File: src/hdl/stc_pkg.sv
/*
  Shared constants for the synchronous DRAM device core: command encodings,
  mode-word fields, reset values and the fixed cycle latencies.
  Assumes a single rising-edge clock domain shared with the controller.
*/
package stc_pkg;

  // gray along idle -> read -> write -> self refresh
  typedef enum logic [1:0] {
    ST_IDLE    = 2'b00,
    ST_READ    = 2'b01,
    ST_WRITE   = 2'b11,
    ST_SELFREF = 2'b10
  } stc_state_type;

  // {row strobe, column strobe, write enable}, all active low, chip selected
  localparam logic [2:0] CMD_MODE = 3'h0;
  localparam logic [2:0] CMD_REFRESH = 3'h1;
  localparam logic [2:0] CMD_PRE = 3'h2;
  localparam logic [2:0] CMD_ACT = 3'h3;
  localparam logic [2:0] CMD_WRITE = 3'h4;
  localparam logic [2:0] CMD_READ = 3'h5;
  localparam logic [2:0] CMD_BSTOP = 3'h6;
  localparam logic [2:0] CMD_NOP = 3'h7;

  localparam int ADDR_W = 13;
  localparam int AP_BIT = 10;
  localparam int MR_BL_LSB = 0;
  localparam int MR_LAT_LSB = 4;
  localparam int MR_FIELD_W = 3;
  localparam int BURST_CNT_W = 4;

  localparam logic [2:0] BL_CODE_RESET = 3'h0;
  localparam logic [2:0] LAT_RESET = 3'h2;
  localparam logic [2:0] LAT_THREE = 3'h3;

  // fixed latencies in clock cycles
  localparam int COLUMN_TO_COLUMN_DELAY = 1;
  localparam int CLOCK_GATE_ENTRY_LATENCY = 1;
  localparam int CLOCK_GATE_EXIT_LATENCY = 1;
  localparam int MASK_TO_WRITE_BLOCK_DELAY = 0;
  localparam int MASK_TO_OUTPUT_FLOAT_DELAY = 2;
  localparam int PRECHARGE_TO_OUTPUT_FLOAT_LAT3 = 3;
  localparam int PRECHARGE_TO_OUTPUT_FLOAT_LAT2 = 2;

  localparam int READ_PIPE_DEPTH = 2;
  localparam int COPY_FIFO_DEPTH = 2;

endpackage

File: src/hdl/stc_fifo.sv
/*
  Small first-word-fall-through buffer with valid/ready on both sides.
  The head entry is always slot zero, so the output data is a flip-flop.
  Assumes in_valid is only raised while in_ready is high.
*/
`timescale 1ns/1ps
module stc_fifo #(
  parameter int WIDTH = 8,
  parameter int DEPTH = 2
) (
  // clock and reset
  input wire logic sys_clk,
  input wire logic rstn,
  // filling side
  input wire logic in_valid,
  output logic in_ready,
  input wire logic [WIDTH-1:0] in_data,
  // draining side
  output logic out_valid,
  input wire logic out_ready,
  output logic [WIDTH-1:0] out_data
);
  localparam int CNT_W = $clog2(DEPTH + 1);

  logic [CNT_W-1:0] count_reg;
  logic [CNT_W-1:0] count_next;
  logic [WIDTH-1:0] ent_reg [DEPTH];
  logic push;
  logic pop;

  assign push = in_valid & in_ready;
  assign pop = out_valid & out_ready;
  assign count_next = count_reg + CNT_W'(push) - CNT_W'(pop);
  assign out_data = ent_reg[0];

  always_ff @(posedge sys_clk or negedge rstn) begin
    if (!rstn) begin
      count_reg <= '0;
      out_valid <= 1'b0;
      in_ready <= 1'b1;
    end else begin
      count_reg <= count_next;
      out_valid <= count_next != '0;
      in_ready <= count_next != CNT_W'(DEPTH);
    end
  end

  // no reset on the data slots: valid gates them
  always_ff @(posedge sys_clk) begin
    for (int i = 0; i < DEPTH; i++) begin
      if (pop) begin
        if (push && (CNT_W'(i) == count_reg - CNT_W'(1))) begin
          ent_reg[i] <= in_data;
        end else if (i < DEPTH - 1) begin
          ent_reg[i] <= ent_reg[i + 1];
        end
      end else if (push && (CNT_W'(i) == count_reg)) begin
        ent_reg[i] <= in_data;
      end
    end
  end

endmodule

File: src/hdl/stc_device.sv
/*
  Core of a four-bank synchronous DRAM: command decode, burst engine,
  clock-enable gating, data masking and read-data pipeline, with a copy of
  every driven read word offered on a buffered stream.
  Assumes the controller runs on sys_clk and keeps its own spacing limits.
*/
// Contract
// - column commands may come on consecutive clocks, one cycle apart
// - clock enable low suspends clocking or enters power-down one clock later
// - clock enable high resumes clocking or leaves power-down one clock later
// - write mask applies to the data word on the same edge
// - masked write word is not stored, zero cycles latency
// - read mask floats the data outputs two clocks later
// - precharge during read floats outputs after read latency clocks
`timescale 1ns/1ps
module stc_device #(
  parameter int DATA_W = 8,
  parameter int BANK_W = 2,
  parameter int ROW_W = 2,
  parameter int COL_W = 3
) (
  // clock and reset
  input wire logic sys_clk,
  input wire logic rstn,
  // command inputs from the controller
  input wire logic cke,
  input wire logic cs_n,
  input wire logic ras_n,
  input wire logic cas_n,
  input wire logic we_n,
  input wire logic [BANK_W-1:0] bank,
  input wire logic [stc_pkg::ADDR_W-1:0] addr,
  // data pin and mask
  input wire logic [DATA_W-1:0] dq_in,
  input wire logic dqm,
  output logic [DATA_W-1:0] dq_out,
  output logic dq_oe,
  // copy of driven read words
  output logic [DATA_W-1:0] rd_copy_data,
  output logic rd_copy_valid,
  input wire logic rd_copy_ready,
  // status
  output logic pdown,
  output logic suspended,
  output logic self_refresh
);
  localparam int IDX_W = BANK_W + ROW_W + COL_W;
  localparam int WORDS = 2 ** IDX_W;
  localparam int BANKS = 2 ** BANK_W;
  localparam int BC_W = stc_pkg::BURST_CNT_W;

  function automatic logic [IDX_W-1:0] word_idx(input logic [BANK_W-1:0] b,
      input logic [ROW_W-1:0] r, input logic [COL_W-1:0] c);
    return {b, r, c};
  endfunction

  function automatic logic [BC_W-1:0] burst_len(input logic [2:0] code);
    case (code)
      3'h0: return BC_W'(1);
      3'h1: return BC_W'(2);
      3'h2: return BC_W'(4);
      default: return BC_W'(8);
    endcase
  endfunction

  stc_pkg::stc_state_type state_reg;
  logic cke_reg;
  logic buf_in_ready;
  logic run;
  logic [2:0] cmd;
  logic is_act, is_rd, is_wr, is_bst, is_pre, is_ref, is_mode;
  logic pre_hit, stop, cont, col_cmd, last_cont;
  logic [BANK_W-1:0] burst_bank_reg;
  logic [ROW_W-1:0] burst_row_reg;
  logic [COL_W-1:0] burst_col_reg;
  logic [BC_W-1:0] burst_left_reg;
  logic burst_ap_reg;
  logic [2:0] bl_code_reg;
  logic [2:0] lat_reg;
  logic [ROW_W-1:0] row_addr_reg [BANKS];
  logic [BANKS-1:0] row_open_reg;
  logic [DATA_W-1:0] mem_reg [WORDS];
  logic [IDX_W-1:0] cur_idx;
  logic [COL_W-1:0] cur_col;
  logic [DATA_W-1:0] wr_old;
  logic rd_word, wr_word, wr_store;
  localparam int READ_PIPE_DEPTH_M1 = stc_pkg::READ_PIPE_DEPTH - 1;
  logic [READ_PIPE_DEPTH_M1:0] pipe_v_reg;
  logic [DATA_W-1:0] pipe_d_reg [stc_pkg::READ_PIPE_DEPTH];
  logic mask_reg;
  logic sel_v;
  logic [DATA_W-1:0] sel_d;
  logic busy;

  // a full copy buffer freezes the core like a clock suspend, so no word is lost
  assign run = cke_reg & buf_in_ready;
  assign cmd = cs_n ? stc_pkg::CMD_NOP : {ras_n, cas_n, we_n};
  assign is_act = run && (cmd == stc_pkg::CMD_ACT);
  assign is_rd = run && (cmd == stc_pkg::CMD_READ) && row_open_reg[bank];
  assign is_wr = run && (cmd == stc_pkg::CMD_WRITE) && row_open_reg[bank];
  assign is_bst = run && (cmd == stc_pkg::CMD_BSTOP);
  assign is_pre = run && (cmd == stc_pkg::CMD_PRE);
  assign is_ref = run && (cmd == stc_pkg::CMD_REFRESH);
  assign is_mode = run && (cmd == stc_pkg::CMD_MODE);
  assign col_cmd = is_rd | is_wr;
  assign pre_hit = is_pre && (addr[stc_pkg::AP_BIT] || bank == burst_bank_reg);
  assign stop = is_bst | pre_hit;
  assign cont = run && (state_reg == stc_pkg::ST_READ || state_reg == stc_pkg::ST_WRITE)
      && burst_left_reg != '0 && !stop && !col_cmd;
  assign last_cont = cont && burst_left_reg == BC_W'(1);
  assign cur_col = col_cmd ? addr[COL_W-1:0] : burst_col_reg;
  assign cur_idx = col_cmd ? word_idx(bank, row_addr_reg[bank], cur_col)
      : word_idx(burst_bank_reg, burst_row_reg, cur_col);
  assign rd_word = is_rd || (cont && state_reg == stc_pkg::ST_READ);
  assign wr_word = is_wr || (cont && state_reg == stc_pkg::ST_WRITE);
  assign wr_store = wr_word && !dqm;
  assign wr_old = mem_reg[cur_idx];
  assign sel_v = (lat_reg == stc_pkg::LAT_THREE) ? pipe_v_reg[1] : pipe_v_reg[0];
  assign sel_d = (lat_reg == stc_pkg::LAT_THREE) ? pipe_d_reg[1] : pipe_d_reg[0];
  assign busy = (state_reg == stc_pkg::ST_READ) || (state_reg == stc_pkg::ST_WRITE)
      || (|pipe_v_reg);

  // level sampled at one edge gates the next edge
  always_ff @(posedge sys_clk or negedge rstn) begin
    if (!rstn) begin
      cke_reg <= 1'b1;
    end else begin
      cke_reg <= cke;
    end
  end

  always_ff @(posedge sys_clk or negedge rstn) begin
    if (!rstn) begin
      state_reg <= stc_pkg::ST_IDLE;
      burst_bank_reg <= '0;
      burst_row_reg <= '0;
      burst_col_reg <= '0;
      burst_left_reg <= '0;
      burst_ap_reg <= 1'b0;
      self_refresh <= 1'b0;
    end else if (state_reg == stc_pkg::ST_SELFREF) begin
      if (cke_reg) begin
        state_reg <= stc_pkg::ST_IDLE;
        self_refresh <= 1'b0;
      end
    end else if (col_cmd) begin
      state_reg <= (burst_len(bl_code_reg) == BC_W'(1)) ? stc_pkg::ST_IDLE
          : (is_rd ? stc_pkg::ST_READ : stc_pkg::ST_WRITE);
      burst_bank_reg <= bank;
      burst_row_reg <= row_addr_reg[bank];
      burst_col_reg <= cur_col + COL_W'(1);
      burst_left_reg <= burst_len(bl_code_reg) - BC_W'(1);
      burst_ap_reg <= addr[stc_pkg::AP_BIT];
    end else if (stop) begin
      state_reg <= stc_pkg::ST_IDLE;
      burst_left_reg <= '0;
    end else if (cont) begin
      burst_col_reg <= burst_col_reg + COL_W'(1);
      burst_left_reg <= burst_left_reg - BC_W'(1);
      if (last_cont) begin
        state_reg <= stc_pkg::ST_IDLE;
      end
    end else if (is_ref && !cke) begin
      state_reg <= stc_pkg::ST_SELFREF;
      self_refresh <= 1'b1;
    end
  end

  always_ff @(posedge sys_clk or negedge rstn) begin
    if (!rstn) begin
      bl_code_reg <= stc_pkg::BL_CODE_RESET;
      lat_reg <= stc_pkg::LAT_RESET;
    end else if (is_mode) begin
      bl_code_reg <= addr[stc_pkg::MR_BL_LSB +: stc_pkg::MR_FIELD_W];
      lat_reg <= addr[stc_pkg::MR_LAT_LSB +: stc_pkg::MR_FIELD_W];
    end
  end

  // open rows per bank gate column commands; auto precharge closes on the last word
  always_ff @(posedge sys_clk or negedge rstn) begin
    if (!rstn) begin
      row_open_reg <= '0;
      for (int b = 0; b < BANKS; b++) begin
        row_addr_reg[b] <= '0;
      end
    end else begin
      for (int b = 0; b < BANKS; b++) begin
        if (is_act && bank == BANK_W'(b)) begin
          row_open_reg[b] <= 1'b1;
          row_addr_reg[b] <= addr[ROW_W-1:0];
        end else if (is_pre && (addr[stc_pkg::AP_BIT] || bank == BANK_W'(b))) begin
          row_open_reg[b] <= 1'b0;
        end else if (last_cont && burst_ap_reg && burst_bank_reg == BANK_W'(b)) begin
          row_open_reg[b] <= 1'b0;
        end else if (col_cmd && addr[stc_pkg::AP_BIT] && bank == BANK_W'(b)
            && burst_len(bl_code_reg) == BC_W'(1)) begin
          row_open_reg[b] <= 1'b0;
        end
      end
    end
  end

  // array has no reset, as in the real part
  always_ff @(posedge sys_clk) begin
    if (wr_store) begin
      mem_reg[cur_idx] <= dq_in;
    end
  end

  // words leave the pipeline already generated, so a precharge only stops new ones
  always_ff @(posedge sys_clk or negedge rstn) begin
    if (!rstn) begin
      pipe_v_reg <= '0;
      mask_reg <= 1'b0;
      dq_oe <= 1'b0;
      dq_out <= '0;
      for (int i = 0; i < stc_pkg::READ_PIPE_DEPTH; i++) begin
        pipe_d_reg[i] <= '0;
      end
    end else if (run) begin
      pipe_v_reg <= {pipe_v_reg[0], rd_word};
      pipe_d_reg[0] <= wr_old;
      pipe_d_reg[1] <= pipe_d_reg[0];
      mask_reg <= dqm;
      dq_oe <= sel_v & ~mask_reg;
      dq_out <= sel_d;
    end
  end

  always_ff @(posedge sys_clk or negedge rstn) begin
    if (!rstn) begin
      pdown <= 1'b0;
      suspended <= 1'b0;
    end else begin
      pdown <= !cke && !busy;
      suspended <= !cke && busy;
    end
  end

  stc_fifo #(
    .WIDTH(DATA_W),
    .DEPTH(stc_pkg::COPY_FIFO_DEPTH)
  ) copy_fifo (
    .sys_clk(sys_clk),
    .rstn(rstn),
    .in_valid(run & sel_v & ~mask_reg),
    .in_ready(buf_in_ready),
    .in_data(sel_d),
    .out_valid(rd_copy_valid),
    .out_ready(rd_copy_ready),
    .out_data(rd_copy_data)
  );

  back_to_back_a: assert property (@(posedge sys_clk) disable iff (!rstn)
    (is_rd ##1 is_rd) |=> (pipe_v_reg[0] && $past(pipe_v_reg[0])))
    else $error("consecutive reads did not both start a word");

  gate_entry_a: assert property (@(posedge sys_clk) disable iff (!rstn)
    !cke |=> !run)
    else $error("core ran one clock after clock enable went low");

  gate_exit_a: assert property (@(posedge sys_clk) disable iff (!rstn)
    (cke ##1 buf_in_ready) |-> run)
    else $error("core did not resume one clock after clock enable high");

  write_store_a: assert property (@(posedge sys_clk) disable iff (!rstn)
    wr_store |=> mem_reg[$past(cur_idx)] == $past(dq_in))
    else $error("unmasked write word not stored on its edge");

  write_block_a: assert property (@(posedge sys_clk) disable iff (!rstn)
    (wr_word && dqm) |=> mem_reg[$past(cur_idx)] == $past(wr_old))
    else $error("masked write word changed the array");

  read_mask_a: assert property (@(posedge sys_clk) disable iff (!rstn)
    (run && dqm) ##1 run |=> !dq_oe)
    else $error("read mask did not float outputs two clocks later");

  pre_float_lat3_a: assert property (@(posedge sys_clk) disable iff (!rstn)
    (pre_hit && !col_cmd && lat_reg == stc_pkg::LAT_THREE) ##1 (run && !is_rd)[*2]
    |=> !dq_oe)
    else $error("outputs still driven three clocks after precharge");

  pre_float_lat2_a: assert property (@(posedge sys_clk) disable iff (!rstn)
    (pre_hit && !col_cmd && lat_reg == stc_pkg::LAT_RESET) ##1 (run && !is_rd)
    |=> !dq_oe)
    else $error("outputs still driven two clocks after precharge");

endmodule

File: config.mk
export PLATFORM = sky130hd
export DESIGN_NAME = stc_device
export DESIGN_NICKNAME = d
export VERILOG_FILES = /design/src/hdl/stc_pkg.sv /design/src/hdl/stc_fifo.sv /design/src/hdl/stc_device.sv
export SDC_FILE = /design/constraint.sdc
export NUM_CORES = 1
export LEC_CHECK = 0
export ABC_AREA = 1
export BUFFER_PORTS_ARGS = -buffer_cell sky130_fd_sc_hd__buf_2
export CAP_MARGIN = 20
export CORE_AREA = 2 2 314 316
export DETAILED_ROUTE_END_ITERATION = 10
export DIE_AREA = 0 0 316 318
export PLACE_DENSITY = 0.66
export SETUP_SLACK_MARGIN = 0.05
export SYNTH_ARGS = -nofsm -noshare
export SYNTH_HDL_FRONTEND = slang
export SYNTH_HIERARCHICAL = 1
export SYNTH_SLANG_ARGS = --single-unit
File: constraint.sdc
create_clock -name sys_clk -period 9.04 [get_ports sys_clk]
set_input_delay 2.26 -clock sys_clk [delete_from_list [all_inputs] [get_ports sys_clk]]
set_output_delay 2.26 -clock sys_clk [all_outputs]
set_load 0.01 [all_outputs]
== Word level (Yosys, flattened, before mapping) ==
Memories as Yosys holds them, arrays and structs flattened. A register that Yosys moved wholly into a read port is not among the register bits.
Cells that the tools add are included.

* Magnitude comparators: 2
* Multiplexer cells: 82
* Reduce and logical (&&, ||, !) cells: 84
* $add $sub $neg: 7
* Bitwise operators: 14
* Equal/unequal tests: 34

{| class="wikitable"
|+ Operators with widths
! kind !! count
|-
| $mux 4 || 17
|-
| $logic_and 1x1->1 || 47
|-
| $mux 1 || 41
|-
| $mux 8 || 4
|-
| $eq 4x1->1 const B || 6
|-
| $mux 2 || 11
|-
| $reduce_bool 4->1 || 5
|-
| $mux 3 || 5
|-
| $eq 2x2->1 const B || 6
|-
| $eq 3x2->1 const B || 4
|-
| $pmux 4 s3 || 1
|-
| $eq 3x3->1 const B || 3
|-
| $logic_or 1x1->1 || 9
|-
| $logic_not 2->1 || 4
|-
| $ne 2x1->1 const B || 4
|-
| $sub 4x1->4 const B || 2
|-
| $mux 7 || 1
|-
| $add 3x1->3 const B || 2
|-
| $and 1x1->1 || 6
|-
| $eq 2x1->1 const B || 3
|-
| $eq 3x1->1 const B || 2
|-
| $logic_not 1->1 || 6
|-
| $logic_not 3->1 || 2
|-
| $reduce_and 3->1 || 2
|-
| other kinds (20) || 30
|}

* Output and inout port bits: 21
* Logic and storage cells: 253
* Flip-flop bits (word level): 60
* Input port bits: 32
* Bits in writable memories: 1040
* Memories kept: 2

{| class="wikitable"
|+ Memory list
! name !! words !! bits a word !! read ports !! clocked after memory_dff !! wr ports !! line !! text
|-
| mem_reg || 128 || 8 || 1 || 1 || 1 || stc_device.sv:82 || <nowiki>logic [DATA_W-1:0] mem_reg [WORDS];</nowiki>
|-
| copy_fifo.ent_reg || 2 || 8 || 2 || 0 || 2 || stc_fifo.sv:27 || <nowiki>logic [WIDTH-1:0] ent_reg [DEPTH];</nowiki>
|}

== Depth between registers and ports, before layout ==
Gate-level depths: netlist (run 1).

* Depth in word-level cells: 20
* Gate-level depth with buffers: 23
* Mapped depth without buffers: 19

== By module ==
Netlist (run 1), hierarchy kept.

{| class="wikitable"
|+ By module, submodules not included
! module !! seq. area each (µm²) !! times used !! area each (µm²) !! cells each
|-
| stc_device || 32353.5 || 1 || 47431.7 || 4570
|-
| stc_fifo || 581.8 || 1 || 855.8 || 79
|}

== Worst setup path after synthesis (run 1) ==
No wires, ideal clock.

* Path kind: in2reg
* Start point: in bank[0]
* End point: mem mem_reg[97][0] (enable)
* Stages on the path: 15
* Setup slack: 3.932 ns
* Arrival time: 4.714 ns
* Path through: buf_6 > inv_4 > nand2_2 > nand2_2 > nand2_2 > nand3_2 > nand2_4 > buf_6 > clkinv_4 > nand2_4 > nor2_4 > nand3_2 > a21oi_4 > nand3_2 > nor4_1

* Word-level cells in the longest chain between the ends: 12
* Elaborated cells between the ends (all ways): 24

{| class="wikitable"
|+ RTL lines
! what !! line !! text
|-
| start: declaration || stc_device.sv:31 || <nowiki>input wire logic [BANK_W-1:0] bank,</nowiki>
|-
| $eq 2x2->1 || stc_device.sv:106 || <nowiki>assign pre_hit = is_pre && (addr[stc_pkg::AP_BIT] || bank == burst_bank_reg);</nowiki>
|-
| $logic_or 1x1->1 || stc_device.sv:106 ||
|-
| $logic_and 1x1->1 || stc_device.sv:106 ||
|-
| $or 1x1->1 || stc_device.sv:107 || <nowiki>assign stop = is_bst | pre_hit;</nowiki>
|-
| $logic_not 1->1 || stc_device.sv:109 || <nowiki>&& burst_left_reg != '0 && !stop && !col_cmd;</nowiki>
|-
| $logic_and 1x1->1 (2 in series) || stc_device.sv:109 ||
|-
| $logic_and 1x1->1 || stc_device.sv:115 || <nowiki>assign wr_word = is_wr || (cont && state_reg == stc_pkg::ST_WRITE);</nowiki>
|-
| $logic_or 1x1->1 || stc_device.sv:115 ||
|-
| $logic_and 1x1->1 || stc_device.sv:116 || <nowiki>assign wr_store = wr_word && !dqm;</nowiki>
|-
| $mux 1 || stc_device.sv:205 || <nowiki>if (wr_store) begin</nowiki>
|-
| $mux 1 (implied by the code) || stc_device.sv:206 || <nowiki>mem_reg[cur_idx] <= dq_in;</nowiki>
|-
| end: declaration || stc_device.sv:82 ||
|}

Several ways; a longest one is shown, not always the timed one. The select of a mux whose other input is x is not followed.

== Final worst setup path (run 1) ==
* Start point: in bank[0]
* End point: reg pipe_d_reg[13] (netlist bit) (read register of mem_reg)

* Word-level cells in the longest chain between the ends: 6
* Elaborated cells between the ends (all ways): 11

{| class="wikitable"
|+ RTL lines
! what !! line !! text
|-
| $bmux 1 s2 || stc_device.sv:99, stc_device.sv:100 ||
|-
| $mux 1 (implied by the code) || stc_device.sv:99, stc_device.sv:100 ||
|-
| $logic_and 1x1->1 (on tied branches) || stc_device.sv:99, stc_device.sv:100 ||
|-
| $or 1x1->1 || stc_device.sv:105 || <nowiki>assign col_cmd = is_rd | is_wr;</nowiki>
|-
| $mux 3 || stc_device.sv:111 || <nowiki>assign cur_col = col_cmd ? addr[COL_W-1:0] : burst_col_reg;</nowiki>
|-
| $mux 7 * || stc_device.sv:112 || <nowiki>assign cur_idx = col_cmd ? word_idx(bank, row_addr_reg[bank], cur_col)</nowiki>
|-
| end: declaration || stc_device.sv:89 || <nowiki>logic [DATA_W-1:0] pipe_d_reg [stc_pkg::READ_PIPE_DEPTH];</nowiki>
|}

Mark *: on every way between the ends. The rest lies on a longest branch, timed or not. The select of a mux whose other input is x is not followed.
A chain may end at the register's enable or synchronous reset.

==> results of run 1 <==
==> cells in the final DEF (no fill, tap or decap), types with 9 or more instances in the layout <==
cell          n
clkinv_1     23
o21ai_0      53
clkbuf_16   113
buf_2        38
o21ai_1       9
buf_4        41
o211ai_1    217
inv_1       852
nand3_1     310
clkinv_2     19
dfrtp_1      65
nand2_1    1295
clkbuf_1     24
edfxtp_1   1040
nand2_2      13
nor2_1      507
==> layout make-up <==
type,count,share of cell area [%]
sequential,1108,62.3
multi-input combinational,2476,20.9
inverter,860,6.13
clock buffer,141,5.62
tap,1287,3.04
timing repair buffer,84,1.13
clock inverter,59,0.927
==> synthesized netlist by cell type, types with 2 or more instances <==
master and number:
o21ai_1 9, buf_2 146, nor2_1 508, nand2_1 1295, mux2_2 3, xor2_1 3
a21oi_1 3, inv_2 5, o22ai_1 4, dfstp_2 3, o311ai_0 3, nand2_2 15
nand2_4 5, nor4_1 2, a221oi_1 2, nor3_1 7, xnor2_1 2, ha_1 6
o21ai_0 53, clkbuf_1 24, buf_4 20, edfxtp_1 1040, inv_1 852, nor2_2 8
nand3_1 310, o211ai_1 217, buf_6 12, nand3_2 3, nor3b_1 2, buf_1 3
dfrtp_1 65, nand3_4 7
==> per-stage QoR <==
| step | util [%] | instances | setup WS, ns | cell area, um2 | hold slack [ns] |
|---|---|---|---|---|---|
| after floorplan | - | 4649 | 3.93 | 48300 | 0.443 |
| after global placement | 50.7 | 5815 | 2.64 | 49400 | 0.460 |
| after detailed placement | 50.7 | 5815 | 2.59 | 49400 | 0.462 |
| after CTS | 54.3 | 6015 | 3.32 | 52900 | 0.478 |
| after global routing | 54.3 | 6015 | 2.97 | 52900 | 0.501 |
| final | 54.3 | 6015 | 3.24 | 52900 | 0.473 |
==> how the worst max path moves through the flow <==
stage / startpoint / end / slack (ns) / cells past startpoint
floorplan: bank[0] / mem_reg[97][0] / 3.93 / 15
global placement: bank[0] / pipe_d_reg[12] / 2.64 / 21
detailed placement: bank[0] / pipe_d_reg[12] / 2.59 / 21
CTS: bank[0] / pipe_d_reg[12] / 3.32 / 21
global route: bank[0] / pipe_d_reg[11] / 2.97 / 21
finish: bank[0] / pipe_d_reg[13] / 3.24 / 21
==> worst min-delay path, cell delays in order (launching register included) <==
cell	delay (ns)
dfrtp_1	0.34
nand2_1	0.05
nand2_1	0.05
==> power by group through the flow <==
| stage | registers (W) | logic (W) | clock network, W |
|---|---|---|---|
| floorplan | 0.00594 | 0.00305 | 0 |
| global route | 0.00585 | 0.00490 | 0.00465 |
| CTS | 0.00583 | 0.00439 | 0.00445 |
| detailed placement | 0.00594 | 0.00437 | 0 |
| global placement | 0.00593 | 0.00433 | 0 |
| finish | 0.00583 | 0.00440 | 0.00439 |
==> per-layer routing <==
metal	part of all wire, %	routed length [um]	vias to the layer above
li1	-	-	15000
met1	43	46200	14200
met2	47	49900	884
met3	6.3	6700	200
met4	3.5	3720	0
met5	0	0	-
==> cell families (layout without fill, tap and decap cells) <==
group                    Yosys count  in the layout  synth area share [%]
AO/OA/AOI/OAI                    297            297                  4.31
XOR/XNOR                           5              5                0.0907
adder cells (fa/ha/maj)            6              6                 0.155
buffers and inverters           1065           1144                  9.02
flip-flops                      1108           1108                  68.2
multiplexers                       3              3                0.0700
AND/OR/NAND/NOR                 2165           2165                  18.1
==> results.yml, run 1 <==
outcome:
  outcome: "finished clean"
synth:
  synth.distinct_cells: 44
  netlist.area_leader.share_pct: 64.7
  netlist_instances: 4649
  synth_area_um2: 48300
  synth_nets: 4687
  ys.flop_type: "edfxtp_1"
  seq_area_frac_synth_pct: 68.2
  yosys.area.top_type: "edfxtp_1"
  synth_edf_count: 1040
  ys_ff_latch: 1108
  synthTopCellsByArea: "edfxtp_1, nand2_1, inv_1, nor2_1, o211ai_1"
  ys_async_sr_fraction_pct: 6.14
  synth.avg_cell_area_um2: 10.4
  ys.warnings.count: 6
sta:
  finalSetupViolations: 0
  slew_violations: 0
  grt_setup_unrepaired: "no"
  max_freq_mhz: 172
  tightest_slew_ns: 1.09
  fin_skew_ns: 0.0339
  hold_viol: 0
  maxSlewHeadroom_pct: 27.3
  timing.setup.tns_ns: 0
  fin_crit_sh_pct: 64.2
  min_period_ns: 5.80
critical_path:
  crit_top_cell: "nand2_1"
  reg2reg_depth: 20
  cp_data_arrival_time_ns: 6.37
  rrSetupSlack_ns: 3.92
  critPathTopFamily: "simple AND/OR/NAND/NOR gates"
  required_ns: 9.61
  cp_slowest_cell: "nand2_8"
  startpoint_type: "input pin"
  r2r_end: "pipe_d_reg[13]"
  path_buf_inv: 3
  path_max_fanout: 145
  r2r-start: "cke_reg"
  worstSetupPathType: "in2reg"
  cpPeakStageDelay_ns: 0.67
  end_kind: "register"
  crit_chain: "buf_2, inv_4, nand2_2, nand2_1, nand2_2, nand3_2, nand2_4, nand2_1, nand2_8, buf_4, nand2_1, nand3_1, nand2_1, nor2_1, nor2_1, nor2_1, nand2_1, nand2_1, nand2_1, nor2_1, nor2_1"
power:
  power_switching_share_pct: 35.5
  totalPowerFinal_w: 0.0146
  power_density_nw_per_um2: 276
  p_int_w: 0.00943
  p_comb_share_pct: 30.1
  power_leakage_nw: 22.1
  seqPwrFrac_pct: 39.9
  p_sw_w: 0.00519
  irDropWorstVdd_uv: 341
  power.share.clock_pct: 30.0
grt:
  antenna_found_initial: 1
  use_met3_pct: 3.11
  grt_util_met1_pct: 29.6
  grt_pass1_wl_mm: 164
  grt_max_degree: 159
  grt-ovfl-total: 0
  grt_pass1_vias: 28400
  use_met2_pct: 34.3
  grt.total_usage_pct: 21.4
  busiest_layer: "met2"
worst_hold_path:
  holdPathEnd: "burst_ap_reg"
  holdPathStages: 2
  holdCritPathClass: "reg2reg"
  min_from: "burst_ap_reg"
placed_design:
  dp_hpwl_mm: 60.8
  port_buffers: 46
  gp_congestion: 0.820
clock_tree:
  cts-hold-fix-buffers: 0
  clk_path_buf_depth: 3
  cts_made_buffers: 110
  clockRootBuffer: "clkbuf_16"
  cts_tree: "built"
  cts-resized-gates: 0
  cts_sinks: 1108
  postCtsSetupBuffers: 0
  ctsHtreeMaxLevel: 3
  clk_latency_ns: 0.69
  path_clk_slew_ns: 0.06
drt:
  drtIter0Drc: 2671
  drcViolationCount: 0
  ant_nets: 0
  drt-total-wl_mm: 107
  viasPerCell: 5.03
  firstDrtPassIters: 5
  wire_per_inst_um: 17.7
  vias: 30300
die:
  ios: 53
  die_area_um2: 100000
  std_cell_rows: 115
  die_y_um: 318
  die_w_um: 316
  core-area_um2: 97400
  start_util_pct: 49.6
flow_run:
  cap_violations: 0
finish:
  multi_input_area_um2: 11000
  nFillCells: 8170
  regArea_um2: 32900
  largest_register_ffs: 1024
  n_antenna_cell: 0
  final_net_count: 4678
  drive_gt1_share_pct: 6.20
  syn_to_final_growth_pct: 9.54
(Power assumes the default switching activity.)
==> run 2: changes to the inputs <==
==> constraint.sdc (replaced) <==
create_clock -name sys_clk -period 5.4 [get_ports sys_clk]
set_input_delay 1.35 -clock sys_clk [delete_from_list [all_inputs] [get_ports sys_clk]]
set_output_delay 1.35 -clock sys_clk [all_outputs]
set_load 0.01 [all_outputs]
==> run 2 against run 1 <==
Against the previous run: clock skew decreased by 0.0086 ns; clock-buffer cell count increased by 9; die area unchanged; final area increased by 2.2%; worst setup slack got worse by 2.2 ns; first-iteration DRC count decreased by 7.9%; critical path type is now reg2reg; largest cell class unchanged.
==> results.yml, run 2 (synthesized netlist as in run 1, its figures left out) <==
clock_tree:
  cts_sinks: 1108
  clk_path_buf_depth: 3
  postCtsSetupBuffers: 0
  path_clk_slew_ns: 0.06
  cts_tree: "built"
  clockRootBuffer: "clkbuf_16"
  clk_latency_ns: 0.69
  cts-hold-fix-buffers: 0
  cts-resized-gates: 0
  cts_made_buffers: 111
  ctsHtreeMaxLevel: 3
finish:
  drive_gt1_share_pct: 8.39
  syn_to_final_growth_pct: 11.9
  final_net_count: 4795
  layout_commonest_cell: "nand2_1"
  largest_register_ffs: 1024
  final_cell_mix: "nand2_1, edfxtp_1, inv_1"
  post-route-util_pct: 55.5
placed_design:
  port_buffers: 46
  gp_congestion: 0.873
  dp_hpwl_mm: 66.1
power:
  power_leakage_nw: 22.8
  irDropWorstVdd_uv: 404
  power_density_nw_per_um2: 462
critical_path:
  required_ns: 5.72
  end_kind: "register"
  path_max_fanout: 70
  worstSetupPathType: "reg2reg"
  rrSetupSlack_ns: 1.00
  startpoint_type: "register"
  crit_chain: "nand2_1, inv_2, nand2_1, nor2_1, nand3_2, nand3_1, nand2_8, buf_12, nor2_1, nand2_2, nor2_1"
  cp_data_arrival_time_ns: 4.71
  cp_slowest_cell: "nor2_1"
  crit_top_cell: "nor2_1"
  cpPeakStageDelay_ns: 0.80
grt:
  grt_pass1_vias: 29800
  grt_max_degree: 129
  grt.total_usage_pct: 22.2
  grt-ovfl-total: 0
  grt_pass1_wl_mm: 171
  antenna_found_initial: 2
sta:
  grt_setup_unrepaired: "no"
  max_freq_mhz: 227
  slew_violations: 0
  fin_skew_ns: 0.0253
  finalSetupViolations: 0
  fin_crit_sh_pct: 81.4
  hold_viol: 0
  tightest_slew_ns: 1.00
  timing.setup.tns_ns: 0
  min_period_ns: 4.40
  maxSlewHeadroom_pct: 33.1
die:
  die_area_um2: 100000
  core-area_um2: 97400
  die_w_um: 316
  ios: 53
  die_y_um: 318
  start_util_pct: 49.6
  std_cell_rows: 115
drt:
  drt-total-wl_mm: 110
  drtIter0Drc: 2461
  vias: 31100
  viasPerCell: 5.07
  ant_nets: 0
  firstDrtPassIters: 5
  wire_per_inst_um: 17.9
  drcViolationCount: 0
outcome:
  outcome: "finished clean"
worst_hold_path:
  holdCritPathClass: "reg2reg"
flow_run:
  cap_violations: 0
==> run 2: worst paths after layout <==
check	startpoint	endpoint	cells after the start
worst max-delay path	copy_fifo/in_ready	mem_reg[42][3]	11
worst min-delay path	dq_out[5]	dq_out[5]	2
worst max register to register	copy_fifo/in_ready	mem_reg[42][3]	11
worst min register to register	dq_out[5]	dq_out[5]	2
max in group asynchronous	rstn	cke_reg	2
min in group asynchronous	rstn	row_addr_reg[0]	1
==> run 2: critical path: cells and delay by family (launching register included) <==
kind	cells	cell delay, ns
buffers and inverters	2	0.75
flip-flops	1	0.55
AND/OR/NAND/NOR	9	2.68
==> run 2: layout make-up <==
class	instances	area (um2)
Antenna cell	2	5.00
Clock buffer	150	3000
Clock inverter	59	568
Fill cell	8030	43400
Inverter	860	3240
Multi-Input combinational cell	2476	11000
Sequential cell	1108	32900
Tap cell	1287	1610
Timing Repair Buffer	200	1660
==> run 2: through the flow <==
stage	power, W	setup WS, ns	cell area [um2]	std cells	hold WS, ns
finish	0.0250	1.00	54100	6142	0.476
global route	0.0263	0.747	54100	6140	0.499
global placement	0.0175	0.535	50500	5931	0.458
CTS	0.0251	0.996	54100	6140	0.479
floorplan	0.0150	1.20	48300	4649	0.443
detailed placement	0.0176	0.486	50500	5931	0.463
==> run 2: routing by layer <==
layer / up-vias / GRT usage, % / part of all wire [%]
met5: - / 0 / 0
met4: 0 / 7.15 / 3.0
met3: 212 / 3.36 / 6.1
met2: 927 / 37.4 / 48
met1: 14800 / 29.4 / 42
li1: 15200 / - / -
==> run 2: where the power goes <==
group	leakage [nW]	internal [W]	switching [W]
sequential	10.2	0.00963	0.000129
combinational	10.9	0.00218	0.00548
clock	1.75	0.00433	0.00322
